## config.mk

```make
export PLATFORM = sky130hd
export DESIGN_NAME = scm_top
export DESIGN_NICKNAME = d
export VERILOG_FILES = /design/src/hdl/scm_pkg.sv /design/src/hdl/scm_top.sv /design/src/hdl/scm_learn.sv
export SDC_FILE = /design/constraint.sdc
export NUM_CORES = 1
export LEC_CHECK = 0
export BUFFER_PORTS_ARGS = -buffer_cell sky130_fd_sc_hd__buf_2
export CAP_MARGIN = 20
export CORE_ASPECT_RATIO = 1.1
export CORE_MARGIN = 2
export CORE_UTILIZATION = 30
export CTS_CLUSTER_DIAMETER = 40
export CTS_CLUSTER_SIZE = 16
export DETAILED_ROUTE_END_ITERATION = 10
export HOLD_SLACK_MARGIN = 0.05
export PLACE_DENSITY_LB_ADDON = 0.05
export SLEW_MARGIN = 25
export SYNTH_ARGS = -nofsm -noshare
export SYNTH_HDL_FRONTEND = slang
export SYNTH_SLANG_ARGS = --single-unit
```

## constraint.sdc

```tcl
create_clock -name clk -period 14 [get_ports clk]
set_clock_uncertainty 0.15 [all_clocks]
set_input_delay 0.7 -clock clk [delete_from_list [all_inputs] [get_ports clk]]
set_output_delay 0.7 -clock clk [all_outputs]
set_load 0.005 [all_outputs]
```

## src/hdl/scm_pkg.sv

```systemverilog
package scm_pkg;
    // Register offsets
    localparam logic [7:0]  REF_CFG_ADDR       = 8'h02;
    localparam logic [7:0]  OUT_CFG_ADDR       = 8'h04;
    localparam logic [7:0]  CONV_CFG_ADDR      = 8'h07;
    localparam logic [7:0]  DAC_DATA_ADDR      = 8'h05;
    localparam logic [7:0]  STATUS_ADDR        = 8'h0b;
    localparam logic [7:0]  LIMIT_CFG_ADDR     = 8'h0e;
    // Reset values
    localparam logic [15:0] CONV_CFG_RST       = 16'h0000;
    localparam logic [15:0] REG_RST            = 16'h0000;
    // converter_config fields
    localparam int          POS_ARM_BIT        = 0;
    localparam int          NEG_ARM_BIT        = 1;
    localparam int          CLAMP_MODE_LSB     = 2;
    localparam int          POS_CLAMP_LSB      = 4;
    localparam int          NEG_CLAMP_LSB      = 8;
    // Other fields
    localparam int          REF_EN_BIT         = 0;
    localparam int          VOLTAGE_OUTPUT_PIN_EN_BIT        = 0;
    localparam int          CURRENT_OUTPUT_PIN_EN_BIT        = 1;
    localparam int          CUR_MODE_BIT       = 2;
    localparam int          RANGE_LSB          = 4;
    localparam int          OFF_STATE_BIT      = 8;
    localparam int          HS_LIMIT_BIT       = 0;
    localparam int          LEARN_DONE_BIT     = 0;
    // Encodings
    localparam logic [1:0]  CLAMP_TRACK        = 2'h0;
    localparam logic [1:0]  CLAMP_FIXED        = 2'h1;
    localparam logic [1:0]  CLAMP_LEARN        = 2'h2;
    localparam logic [2:0]  RANGE_BIPOLAR_24MA = 3'h4;
    localparam logic [15:0] LEARN_MIN_CODE     = 16'h4000;
    // Supply targets in tenths of a volt
    localparam logic [9:0]  VOLTAGE_OUTPUT_PIN_RAIL_DV       = 10'd150;
    localparam logic [9:0]  TRACK_FLOOR_DV     = 10'd40;
    localparam logic [9:0]  HEADROOM_DV        = 10'd30;
    localparam logic [9:0]  POS_MAX_DV         = 10'd320;
    localparam logic [9:0]  POS_MAX_LIM_DV     = 10'd260;
    localparam logic [9:0]  CLAMP_STEP_DV      = 10'd20;
    // Learning settle time
    localparam int          LEARN_TIME_US      = 10;
    localparam int          CLK_MHZ            = 200;
    localparam int          LEARN_CYCLES       = LEARN_TIME_US * CLK_MHZ;
endpackage

```

## src/hdl/scm_top.sv

```systemverilog
// Summary of operation
// - Config register 0x07 enables positive and negative arms separately; both off at reset.
// - Negative supply node shorted to ground while negative arm disabled.
// - Voltage output mode targets fixed plus and minus 15.0 V rails.
// - Current mode targets follow range; negative rail only in bipolar 24 mA range.
// - Clamp mode 00 tracks adaptively, 4 V floor on the positive rail only, 3 V headroom.
// - Clamp mode 01 takes minimum rails from the two 4-bit clamp fields.
// - Clamp mode 10 senses load and fixes a minimum positive level.
// - Learn completion sets learn-done bit in status register 0x0B.
// - Positive clamp field is read-only while auto-learn is selected.
// - Each host write of mode 10 starts one new learning pass.
// - Positive rail maximum is 32 V, or 26 V with high-side limit set.
// - Logic regulator runs when select pin floats high, off when tied low.
// - Internal reference off after reset; register 0x02 bit turns it on.
// - Reset restores registers, disables outputs and converter, current pin high impedance.
// - Voltage pin pulled down by 30k after reset, optional high impedance, released when enabled.
`timescale 1ns/1ps
`default_nettype none
module scm_top (
    // Clock and reset
    input  wire logic        clk,
    input  wire logic        rstn,
    // Register port
    input  wire logic        reg_wr,
    input  wire logic        reg_rd,
    input  wire logic [7:0]  reg_addr,
    input  wire logic [15:0] reg_wdata,
    output logic [15:0]      reg_rdata,
    // Analog feedback
    input  wire logic [9:0]  load_dv,
    input  wire logic [9:0]  neg_load_dv,
    // Pins
    input  wire logic        logic_supply_regulator_select,
    // Analog controls
    output logic             pos_arm_en,
    output logic             neg_arm_en,
    output logic             negative_supply_input_gnd,
    output logic [9:0]       pos_target_dv,
    output logic [9:0]       neg_target_dv,
    output logic [9:0]       pos_max_dv,
    output logic             tracking_en,
    output logic             regulator_en,
    output logic             reference_en,
    output logic             current_output_en,
    output logic             current_output_pin_oe_n,
    output logic             voltage_output_en,
    output logic             voltage_output_pulldown
);
    import scm_pkg::*;

    ////////////////////////////////////////////////////////////////////////
    logic [15:0] conv_r, ref_r, out_r, dac_r, limit_r;
    logic [1:0]  pin_sync_r;
    logic        learn_start_r;
    logic        learn_done_r;
    logic        learn_done_pulse;
    logic [3:0]  learned_level;

    wire wr_conv   = reg_wr && (reg_addr == CONV_CFG_ADDR);
    wire wr_ref    = reg_wr && (reg_addr == REF_CFG_ADDR);
    wire wr_out    = reg_wr && (reg_addr == OUT_CFG_ADDR);
    wire wr_dac    = reg_wr && (reg_addr == DAC_DATA_ADDR);
    wire wr_stat   = reg_wr && (reg_addr == STATUS_ADDR);
    wire wr_limit  = reg_wr && (reg_addr == LIMIT_CFG_ADDR);

    wire [1:0] supply_clamp_mode    = conv_r[CLAMP_MODE_LSB +: 2];
    wire [3:0] positive_clamp_level = conv_r[POS_CLAMP_LSB +: 4];
    wire [3:0] negative_clamp_level = conv_r[NEG_CLAMP_LSB +: 4];
    wire [1:0] new_mode             = reg_wdata[CLAMP_MODE_LSB +: 2];
    wire       learn_sel            = (supply_clamp_mode == CLAMP_LEARN);
    wire       fixed_sel            = (supply_clamp_mode == CLAMP_FIXED);
    wire       cur_mode             = out_r[CUR_MODE_BIT];
    wire [2:0] output_range_select  = out_r[RANGE_LSB +: 3];
    wire       bipolar              = (output_range_select == RANGE_BIPOLAR_24MA);
    wire       high_side_limit_select = limit_r[HS_LIMIT_BIT];
    wire       voltage_output_off_state = out_r[OFF_STATE_BIT];

    // Positive clamp field holds while learning is selected or when the write itself selects learning
    wire [15:0] conv_wmask = (new_mode == CLAMP_LEARN || learn_sel) ?
                             ~(16'hf << POS_CLAMP_LSB) : 16'hffff;
    wire [15:0] conv_nxt   = (conv_r & ~conv_wmask) | (reg_wdata & conv_wmask);

    ////////////////////////////////////////////////////////////////////////
    always_ff @(posedge clk or negedge rstn) begin
        if (!rstn) begin
            conv_r <= CONV_CFG_RST;
            ref_r  <= REG_RST;
            out_r  <= REG_RST;
            dac_r  <= REG_RST;
            limit_r <= REG_RST;
        end else begin
            if (wr_conv) begin
                conv_r <= conv_nxt;
            end else if (learn_done_pulse && learn_sel) begin
                conv_r[POS_CLAMP_LSB +: 4] <= learned_level;
            end
            if (wr_ref) begin
                ref_r <= reg_wdata;
            end
            if (wr_out) begin
                out_r <= reg_wdata;
            end
            if (wr_dac) begin
                dac_r <= reg_wdata;
            end
            if (wr_limit) begin
                limit_r <= reg_wdata;
            end
        end
    end

    // Set wins over a same-cycle clear
    always_ff @(posedge clk or negedge rstn) begin
        if (!rstn) begin
            learn_done_r  <= 1'b0;
            learn_start_r <= 1'b0;
            pin_sync_r    <= 2'h0;
        end else begin
            learn_start_r <= wr_conv && (new_mode == CLAMP_LEARN);
            pin_sync_r    <= {pin_sync_r[0], logic_supply_regulator_select};
            if (learn_done_pulse) begin
                learn_done_r <= 1'b1;
            end else if (wr_stat && reg_wdata[LEARN_DONE_BIT]) begin
                learn_done_r <= 1'b0;
            end
        end
    end

    scm_learn u_learn (
        .clk     (clk),
        .rstn    (rstn),
        .start   (learn_start_r),
        .active  (learn_sel),
        .load_dv (load_dv),
        .done    (learn_done_pulse),
        .level   (learned_level)
    );

    ////////////////////////////////////////////////////////////////////////
    // Supply targets
    wire [9:0] track_pos = (load_dv + HEADROOM_DV < TRACK_FLOOR_DV) ?
                           TRACK_FLOOR_DV : load_dv + HEADROOM_DV;
    wire [9:0] track_neg = neg_load_dv + HEADROOM_DV;
    wire [9:0] clamp_pos = 10'(positive_clamp_level) * CLAMP_STEP_DV;
    wire [9:0] clamp_neg = 10'(negative_clamp_level) * CLAMP_STEP_DV;
    wire [9:0] floor_pos = (fixed_sel || learn_sel) ? clamp_pos : TRACK_FLOOR_DV;
    wire [9:0] floor_neg = fixed_sel ? clamp_neg : 10'd0;
    wire [9:0] cur_pos   = (track_pos < floor_pos) ? floor_pos : track_pos;
    wire [9:0] cur_neg   = (track_neg < floor_neg) ? floor_neg : track_neg;
    wire [9:0] max_pos   = high_side_limit_select ? POS_MAX_LIM_DV : POS_MAX_DV;
    wire [9:0] raw_pos   = cur_mode ? cur_pos : VOLTAGE_OUTPUT_PIN_RAIL_DV;
    wire [9:0] raw_neg   = cur_mode ? (bipolar ? cur_neg : 10'd0) : VOLTAGE_OUTPUT_PIN_RAIL_DV;

    assign pos_arm_en                = conv_r[POS_ARM_BIT];
    assign neg_arm_en                = conv_r[NEG_ARM_BIT] && (!cur_mode || bipolar);
    assign negative_supply_input_gnd = !neg_arm_en;
    assign pos_max_dv                = max_pos;
    assign pos_target_dv             = (raw_pos > max_pos) ? max_pos : raw_pos;
    assign neg_target_dv             = neg_arm_en ? raw_neg : 10'd0;
    assign tracking_en               = cur_mode && !fixed_sel && !learn_sel;
    assign regulator_en              = pin_sync_r[1];
    assign reference_en              = ref_r[REF_EN_BIT];
    assign current_output_en         = out_r[CURRENT_OUTPUT_PIN_EN_BIT];
    assign current_output_pin_oe_n   = !out_r[CURRENT_OUTPUT_PIN_EN_BIT];
    assign voltage_output_en         = out_r[VOLTAGE_OUTPUT_PIN_EN_BIT];
    assign voltage_output_pulldown   = !out_r[VOLTAGE_OUTPUT_PIN_EN_BIT] && !voltage_output_off_state;

    ////////////////////////////////////////////////////////////////////////
    wire [15:0] status_word = 16'(learn_done_r) << LEARN_DONE_BIT;
    wire [15:0] rd_mux = (reg_addr == CONV_CFG_ADDR)  ? conv_r  :
                         (reg_addr == REF_CFG_ADDR)   ? ref_r   :
                         (reg_addr == OUT_CFG_ADDR)   ? out_r   :
                         (reg_addr == DAC_DATA_ADDR)  ? dac_r   :
                         (reg_addr == STATUS_ADDR)    ? status_word :
                         (reg_addr == LIMIT_CFG_ADDR) ? limit_r : 16'h0000;

    always_ff @(posedge clk or negedge rstn) begin
        if (!rstn) begin
            reg_rdata <= 16'h0000;
        end else if (reg_rd) begin
            reg_rdata <= rd_mux;
        end
    end
endmodule
`default_nettype wire

```

## src/hdl/scm_learn.sv

```systemverilog
`timescale 1ns/1ps
`default_nettype none
module scm_learn (
    // Clock and reset
    input  wire logic       clk,
    input  wire logic       rstn,
    // Control
    input  wire logic       start,
    input  wire logic       active,
    input  wire logic [9:0] load_dv,
    // Result
    output logic            done,
    output logic [3:0]      level
);
    import scm_pkg::*;

    logic [11:0] cnt_r;
    logic        busy_r;
    logic [3:0]  level_r;
    logic        done_r;
    wire  [9:0]  want_dv = load_dv + HEADROOM_DV;
    wire  [3:0]  calc    = (want_dv >= 10'd300) ? 4'hf : 4'((want_dv / CLAMP_STEP_DV) + 10'd1);

    // Load is sampled after a settle wait so settling then depends on the core only
    always_ff @(posedge clk or negedge rstn) begin
        if (!rstn) begin
            cnt_r   <= '0;
            busy_r  <= 1'b0;
            level_r <= 4'h0;
            done_r  <= 1'b0;
        end else begin
            // One-cycle pulse, else a status clear would lose to a standing set
            done_r <= 1'b0;
            if (start) begin
                cnt_r  <= '0;
                busy_r <= 1'b1;
            end else if (!active) begin
                busy_r <= 1'b0;
            end else if (busy_r) begin
                if (cnt_r == 12'(LEARN_CYCLES - 1)) begin
                    busy_r  <= 1'b0;
                    level_r <= calc;
                    done_r  <= 1'b1;
                end else begin
                    cnt_r <= cnt_r + 12'd1;
                end
            end
        end
    end

    assign done  = done_r;
    assign level = level_r;
endmodule
`default_nettype wire

```

==> flow_summary_export.csv, run 1 <==
group,metric,value,unit
setup_path,slowest_delay,0.62,ns
timing,maxSlewHeadroom,0.343,
grt,grt-ovfl-total,0,
floorplan,die_w,153,um
setup_path,cp.required,13.15,ns
detailed_routing,routed_via_density,5.29,
detailed_routing,met1_length,9.55,mm
setup_path,crit_path_end_kind,"primary output",
yosys,async_reset_ff_frac,1.00,
detailed_routing,top_layer_used,"met4",
clock_network,clockBufferDepth,2,
placement,post-place-cells,1125,
clock_network,htree_levels,4,
setup_path,cp_max_fo,13,
placement,hpwl,15.1,mm
yosys,post-synth-top-area-cell,"dfrtp_1",
floorplan,ioPinCount,105,
clock_network,cts_resized,0,
setup_path,arrival,6.65,ns
power_and_ir_drop,p_total,0.000914,W
yosys,synth_area_leaders,"dfrtp_1 40%, mux2_2 12%, ha_1 4.8%",
setup_path,critPathLaunchType,"input port",
yosys,synthCells,753,
clock_network,clock_latency,0.41,ns
detailed_routing,postRouteAntennaNets,0,
clock_network,holdBufCountCts,0,
placement,place_congestion,0.841,
yosys,synth-edff-count,0,
worst_hold_path,hold_path.class,"input port to asynchronous set/reset pin",
status,status,"completed",
yosys,yosysWarnings,0,
timing,layout_setup_ws,6.50,ns
yosys,dominantRegCellSynth,"dfrtp_1",
timing,tightest_slew,0.986,ns
clock_network,cts_tree,"built",
finish,layout.cells.non_filler,1156,
timing,rsz0062_at_grt,"no",
grt,grt_use_total,0.171,
yosys,syn_area,7350,um^2
placement,io_buffers,95,
grt,grt_antenna_before_repair,1,
grt,grt_pass1_vias,6381,
floorplan,die_area,25800,um^2
floorplan,coreArea,24200,um^2
setup_path,path_class,"input port to primary output",
power_and_ir_drop,ir_drop,0.0816,mV
clock_network,cts_setup_buffers,0,
timing,fin_tns_setup,0,ns
clock_network,path_clk_slew,0.06,ns
detailed_routing,wirelength,21.7,mm
floorplan,start_util,0.303,
floorplan,rows,60,
clock_network,cts_inserted_buffers,17,
timing,finalCritPeriodShare,0.536,
floorplan,die-height,168,um
run,cap_violations,0,
setup_path,crit_slowest_cell,"nor3b_2",
power_and_ir_drop,power_leakage,4.10,nW
detailed_routing,wl_met2,10.8,mm
timing,max_freq,0.133,GHz
yosys,synth_seq_area_share,0.402,
power_and_ir_drop,p_per_area,106,nW/um^2
clock_network,cts-root-buf,"clkbuf_16",
timing,final-hold-violation-count,0,
detailed_routing,first_pass_iters,4,
yosys,avgSynthCellArea,9.76,um^2
timing,drv_slew,0,
detailed_routing,routed-wl-met3,825,um
detailed_routing,via_count,6110,
yosys,ys_types,76,
detailed_routing,wire_per_inst,18.8,um
timing,setup_viol,0,
finish,layout.nets,913,
placement,dp_slack,6.59,ns
timing,fin_crit,7.50,ns
detailed_routing,drc,0,
finish,drive_gt1_frac,0.282,
grt,grt_max_degree,80,
grt,grt_pass1_wl,35.0,mm
detailed_routing,drt_iter0_markers,257,
timing,whs,0.116,ns
yosys,synth_top_area_share,0.402,
clock_network,numClockSinks,118,
yosys,ys_ff_latch,118,
finish,area_growth,17.6,%
==> per-stage QoR <==
stage | cell area, um^2 | util
4_1_cts | 8630 | 0.356
5_1_grt | 8640 | 0.356
6_report | 8640 | 0.356
2_1_floorplan | 7370 | -
3_3_place_gp | 8080 | 0.333
3_5_place_dp | 8080 | 0.333
==> final timing paths <==
check,startpoint,endpoint,slack (ns),cells after the start
min,rstn,ref_r[11],0.12,1
max in group asynchronous,rstn,ref_r[0],12.43,2
max,load_dv[1],pos_target_dv[6],6.50,26
min in group clk,pin_sync_r[0],pin_sync_r[1],0.20,0
min reg2reg,pin_sync_r[0],pin_sync_r[1],0.20,0
max reg2reg,u_learn.cnt_r[6],u_learn.level[3],11.52,6
==> Yosys cell counts, drive strengths merged (12+ instances only) <==
cell type,instances
dfrtp,118
mux2,81
nor2,63
nand2,55
o21ai,38
clkbuf,30
nor3,29
a21oi,28
ha,28
inv,22
nand2b,21
a22oi,18
a31oi,18
xor2,18
xnor2,16
a22o,15
buf,15
nand3,12
==> layout by cell type (no fill, tap or decap), types with 3 or more instances in the layout <==
cell type | synthesis | layout
a22oi_1 | 18 | 18
inv_1 | 20 | 20
and3_1 | 7 | 7
ha_1 | 28 | 28
buf_4 | 11 | 5
and2_1 | 5 | 5
buf_2 | 2 | 94
dfrtp_1 | 118 | 118
mux2_2 | 81 | 81
or2_2 | 8 | 8
clkinvlp_4 | 0 | 4
clkinv_4 | 0 | 3
nor2_1 | 63 | 63
a21oi_1 | 26 | 26
xnor2_1 | 15 | 15
a31oi_1 | 18 | 18
o41ai_1 | 3 | 3
or3_1 | 3 | 3
nor3b_1 | 3 | 3
clkbuf_16 | 0 | 17
nand4_1 | 6 | 6
nand2b_1 | 21 | 21
conb_1 | 2 | 9
a31o_2 | 3 | 3
nand3_1 | 12 | 12
mux2i_1 | 7 | 7
nor2b_1 | 7 | 7
o21a_1 | 3 | 3
a21boi_0 | 3 | 3
or3b_2 | 3 | 3
o21ai_0 | 37 | 37
xor2_1 | 18 | 18
a221o_1 | 5 | 5
a22o_1 | 15 | 15
a221oi_1 | 3 | 3
nand2_1 | 55 | 54
a21o_1 | 7 | 7
nor3_1 | 29 | 28
nor4_1 | 9 | 8
o31ai_1 | 4 | 4
==> layout make-up <==
type	instances	area, um^2
antenna	1	2.50
clock buffer	19	443
clock inverter	11	105
fill	2501	15600
inverter	24	90.1
multi-input combinational	573	4140
sequential	118	2950
tap	310	388
timing repair buffer	100	519
==> worst max-delay path, delay by kind of cell <==
kind                     cells  cell delay, ns
AND/OR/NAND/NOR              8            1.91
adder cells (fa/ha/maj)      3            0.92
AO/OA/AOI/OAI               10            2.13
multiplexers                 2            0.60
buffers and inverters        3            0.36
==> power by group <==
| part | total (W) | switching, W | internal, W |
|---|---|---|---|
| combinational | 0.000140 | 0.0000828 | 0.0000572 |
| sequential | 0.000368 | 0.0000117 | 0.000356 |
| clock | 0.000406 | 0.000159 | 0.000247 |
| total | 0.000914 | 0.000254 | 0.000660 |
==> sequential cells by signal, indices dropped and copies added, names as in the netlist, named ones only <==
| name | cells |
|---|---|
| reg_rdata | 16 |
| pin_sync_r | 2 |
| u_learn.cnt_r | 12 |
| limit_r | 16 |
| u_learn.busy_r | 1 |
| u_learn.done | 1 |
| conv_r | 12 |
| dac_r | 16 |
| learn_start_r | 1 |
| ref_r | 16 |
| learn_done_r | 1 |
| out_r | 16 |
| u_learn.level | 4 |
==> per-layer routing <==
metal  vias to the layer above  GRT usage
met5                         -          0
met4                         0     0.0636
met3                        36     0.0311
met2                       139      0.293
met1                      3045      0.215
li1                       2890          -
==> kinds of logic after synthesis <==
logic type	share of synthesized area
mux	0.134
other cells	0.00102
flops	0.402
compound gates	0.162
fa+ha+maj	0.0547
xor+xnor	0.0415
buf+inv	0.0412
simple gates	0.164
Power figures use the tool's default switching activity.
==> inputs of run 2 (changes only) <==
- clock period: 14 -> 6.6 ns (I/O delays scaled with it)
==> run 2 against run 1 <==
- sequential power increased by 110%
- global-route usage about the same
- highest routed layer unchanged
- non-clock buffer count increased by 8
- clock power increased by 110%
- largest power group unchanged
- sequential share of layout area is 0.27 points lower
- largest cell class unchanged
- first-iteration DRC count is 33% higher
==> flow_summary_export.csv, run 2 (synthesis gave the netlist of run 1 again) <==
group,metric,value,unit
power_and_ir_drop,ir_drop,0.143,mV
grt,grt_use_total,0.170,
clock_network,clockBufferDepth,2,
power_and_ir_drop,p_comb_frac,0.158,
finish,layout.cells.non_filler,1165,
clock_network,path_clk_slew,0.06,ns
setup_path,cp.required,6.12,ns
detailed_routing,drc,0,
worst_hold_path,hold_path.class,"input port to register",
finish,fillers,2476,
setup_path,worst-path-buf-inv,5,
finish,mostFrequentLayoutCells,"118 x dfrtp_1, 94 x buf_2, 81 x mux2_2",
timing,final-hold-violation-count,0,
floorplan,rows,60,
run,cap_violations,0,
setup_path,arrival,5.58,ns
detailed_routing,postRouteAntennaNets,0,
setup_path,path_class,"input port to primary output",
power_and_ir_drop,swShare,0.285,
timing,fin_crit,6.06,ns
grt,grt_pass1_wl,35.0,mm
timing,rsz0062_at_grt,"no",
grt,grt_antenna_before_repair,0,
timing,setup_viol,0,
floorplan,die_w,153,um
clock_network,numClockSinks,118,
power_and_ir_drop,p_per_area,220,nW/um^2
power_and_ir_drop,p_sw,0.000548,W
placement,place_congestion,0.824,
finish,drive_gt1_frac,0.290,
setup_path,cp_max_fo,8,
clock_network,cts_inserted_buffers,17,
setup_path,cpMostUsedCell,"ha_1",
floorplan,die-height,168,um
finish,layout.nets,921,
grt,grt_pass1_vias,6296,
power_and_ir_drop,p_total,0.00192,W
clock_network,cts_tree,"built",
setup_path,crit_path_end_kind,"primary output",
finish,area_growth,18.5,%
clock_network,htree_levels,4,
detailed_routing,routed_via_density,5.28,
floorplan,die_area,25800,um^2
grt,grt-ovfl-total,0,
timing,max_freq,0.165,GHz
finish,final_common_cell,"dfrtp_1",
detailed_routing,via_count,6151,
power_and_ir_drop,power.internal,0.00137,W
detailed_routing,wire_per_inst,18.6,um
status,status,"completed",
timing,whs,0.0605,ns
placement,post-place-cells,1130,
setup_path,cp_top_family,"simple AND/OR/NAND/NOR gates",
timing,maxSlewHeadroom,0.312,
timing,fin_tns_setup,0,ns
floorplan,ioPinCount,105,
timing,finalCritPeriodShare,0.918,
power_and_ir_drop,power_leakage,4.15,nW
placement,hpwl,15.2,mm
floorplan,start_util,0.303,
setup_path,crit_slowest_cell,"or3b_2",
placement,io_buffers,95,
power_and_ir_drop,seq_power_share,0.406,
grt,grt_max_degree,80,
clock_network,clock_latency,0.41,ns
power_and_ir_drop,power_frac_clock,0.436,
detailed_routing,drt_iter0_markers,341,
detailed_routing,wirelength,21.7,mm
detailed_routing,first_pass_iters,5,
setup_path,critPathLaunchType,"input port",
timing,drv_slew,0,
timing,tightest_slew,1.03,ns
clock_network,cts-root-buf,"clkbuf_16",
floorplan,coreArea,24200,um^2
setup_path,slowest_delay,0.60,ns
run 2: cell count changes in the layout (fill, tap and decap cells not counted), sizes merged, moves of 2 or more:
cell / before / now
buf: 100 / 106
clkinv: 7 / 10
clkinvlp: 4 / 2
dlygate4sd3: 0 / 2
inv: 23 / 25
run 2: power by group through the flow:
stage	combinational [W]	sequential [W]	clock, W
final	0.000303	0.000780	0.000837
after detailed placement	0.000301	0.000793	0
after global placement	0.000299	0.000792	0
after CTS	0.000304	0.000780	0.000862
after floorplan	0.000197	0.000785	0
after global routing	0.000340	0.000784	0.000898
run 2: per-stage QoR:
step | cell area [um^2] | util | worst slack [ns]
after CTS | 8680 | 0.358 | 0.289
after floorplan | 7370 | - | 1.10
after global routing | 8710 | 0.359 | 0.0442
final | 8710 | 0.359 | 0.539
after global placement | 8120 | 0.335 | 0.597
after detailed placement | 8120 | 0.335 | 0.286
run 2: final timing paths:
path | from | endpoint | slack, ns | cells after the start
min in group asynchronous | rstn | ref_r[14] | 0.28 | 2
max in group asynchronous | rstn | ref_r[0] | 4.88 | 3
setup reg to reg | u_learn.cnt_r[6] | u_learn.level[3] | 4.16 | 6
hold reg to reg | pin_sync_r[0] | pin_sync_r[1] | 0.20 | 0
hold / removal | reg_wdata[15] | out_r[15] | 0.06 | 2
setup / recovery | load_dv[1] | pos_target_dv[2] | 0.54 | 28
run 2: layer usage:
metal  vias up  global-route usage  wire length, um
li1       2909                   -                -
met4         0              0.0370              165
met5         -                   0                0
met1      3107               0.211             9580
met3        15              0.0306              672
met2       120               0.309            11300
run 2: area by class of cell:
class,instances,area [um^2],area share
clock inverters,13,100,0.0115
diodes,1,2.50,0.000287
inverters,24,90.1,0.0103
multi-input cells,573,4150,0.477
clock buffers,18,439,0.0504
well taps,310,388,0.0445
repair buffers,108,584,0.0671
flip-flops and latches,118,2950,0.339
run 2: worst reg2reg max path, delay by kind of cell (launching register included):
family | cells | cell delay, ns
AO/OA/AOI/OAI | 1 | 0.11
flip-flops | 1 | 0.41
AND/OR/NAND/NOR | 5 | 1.64
run 2: what timing repair did:
action                                  in CTS  in global routing
gates resized for setup                      0                  5
endpoints found under the setup margin       0                  7
setup buffers                                0                  1
hold buffers                                 2                  0
hold endpoints to repair                    40                  0
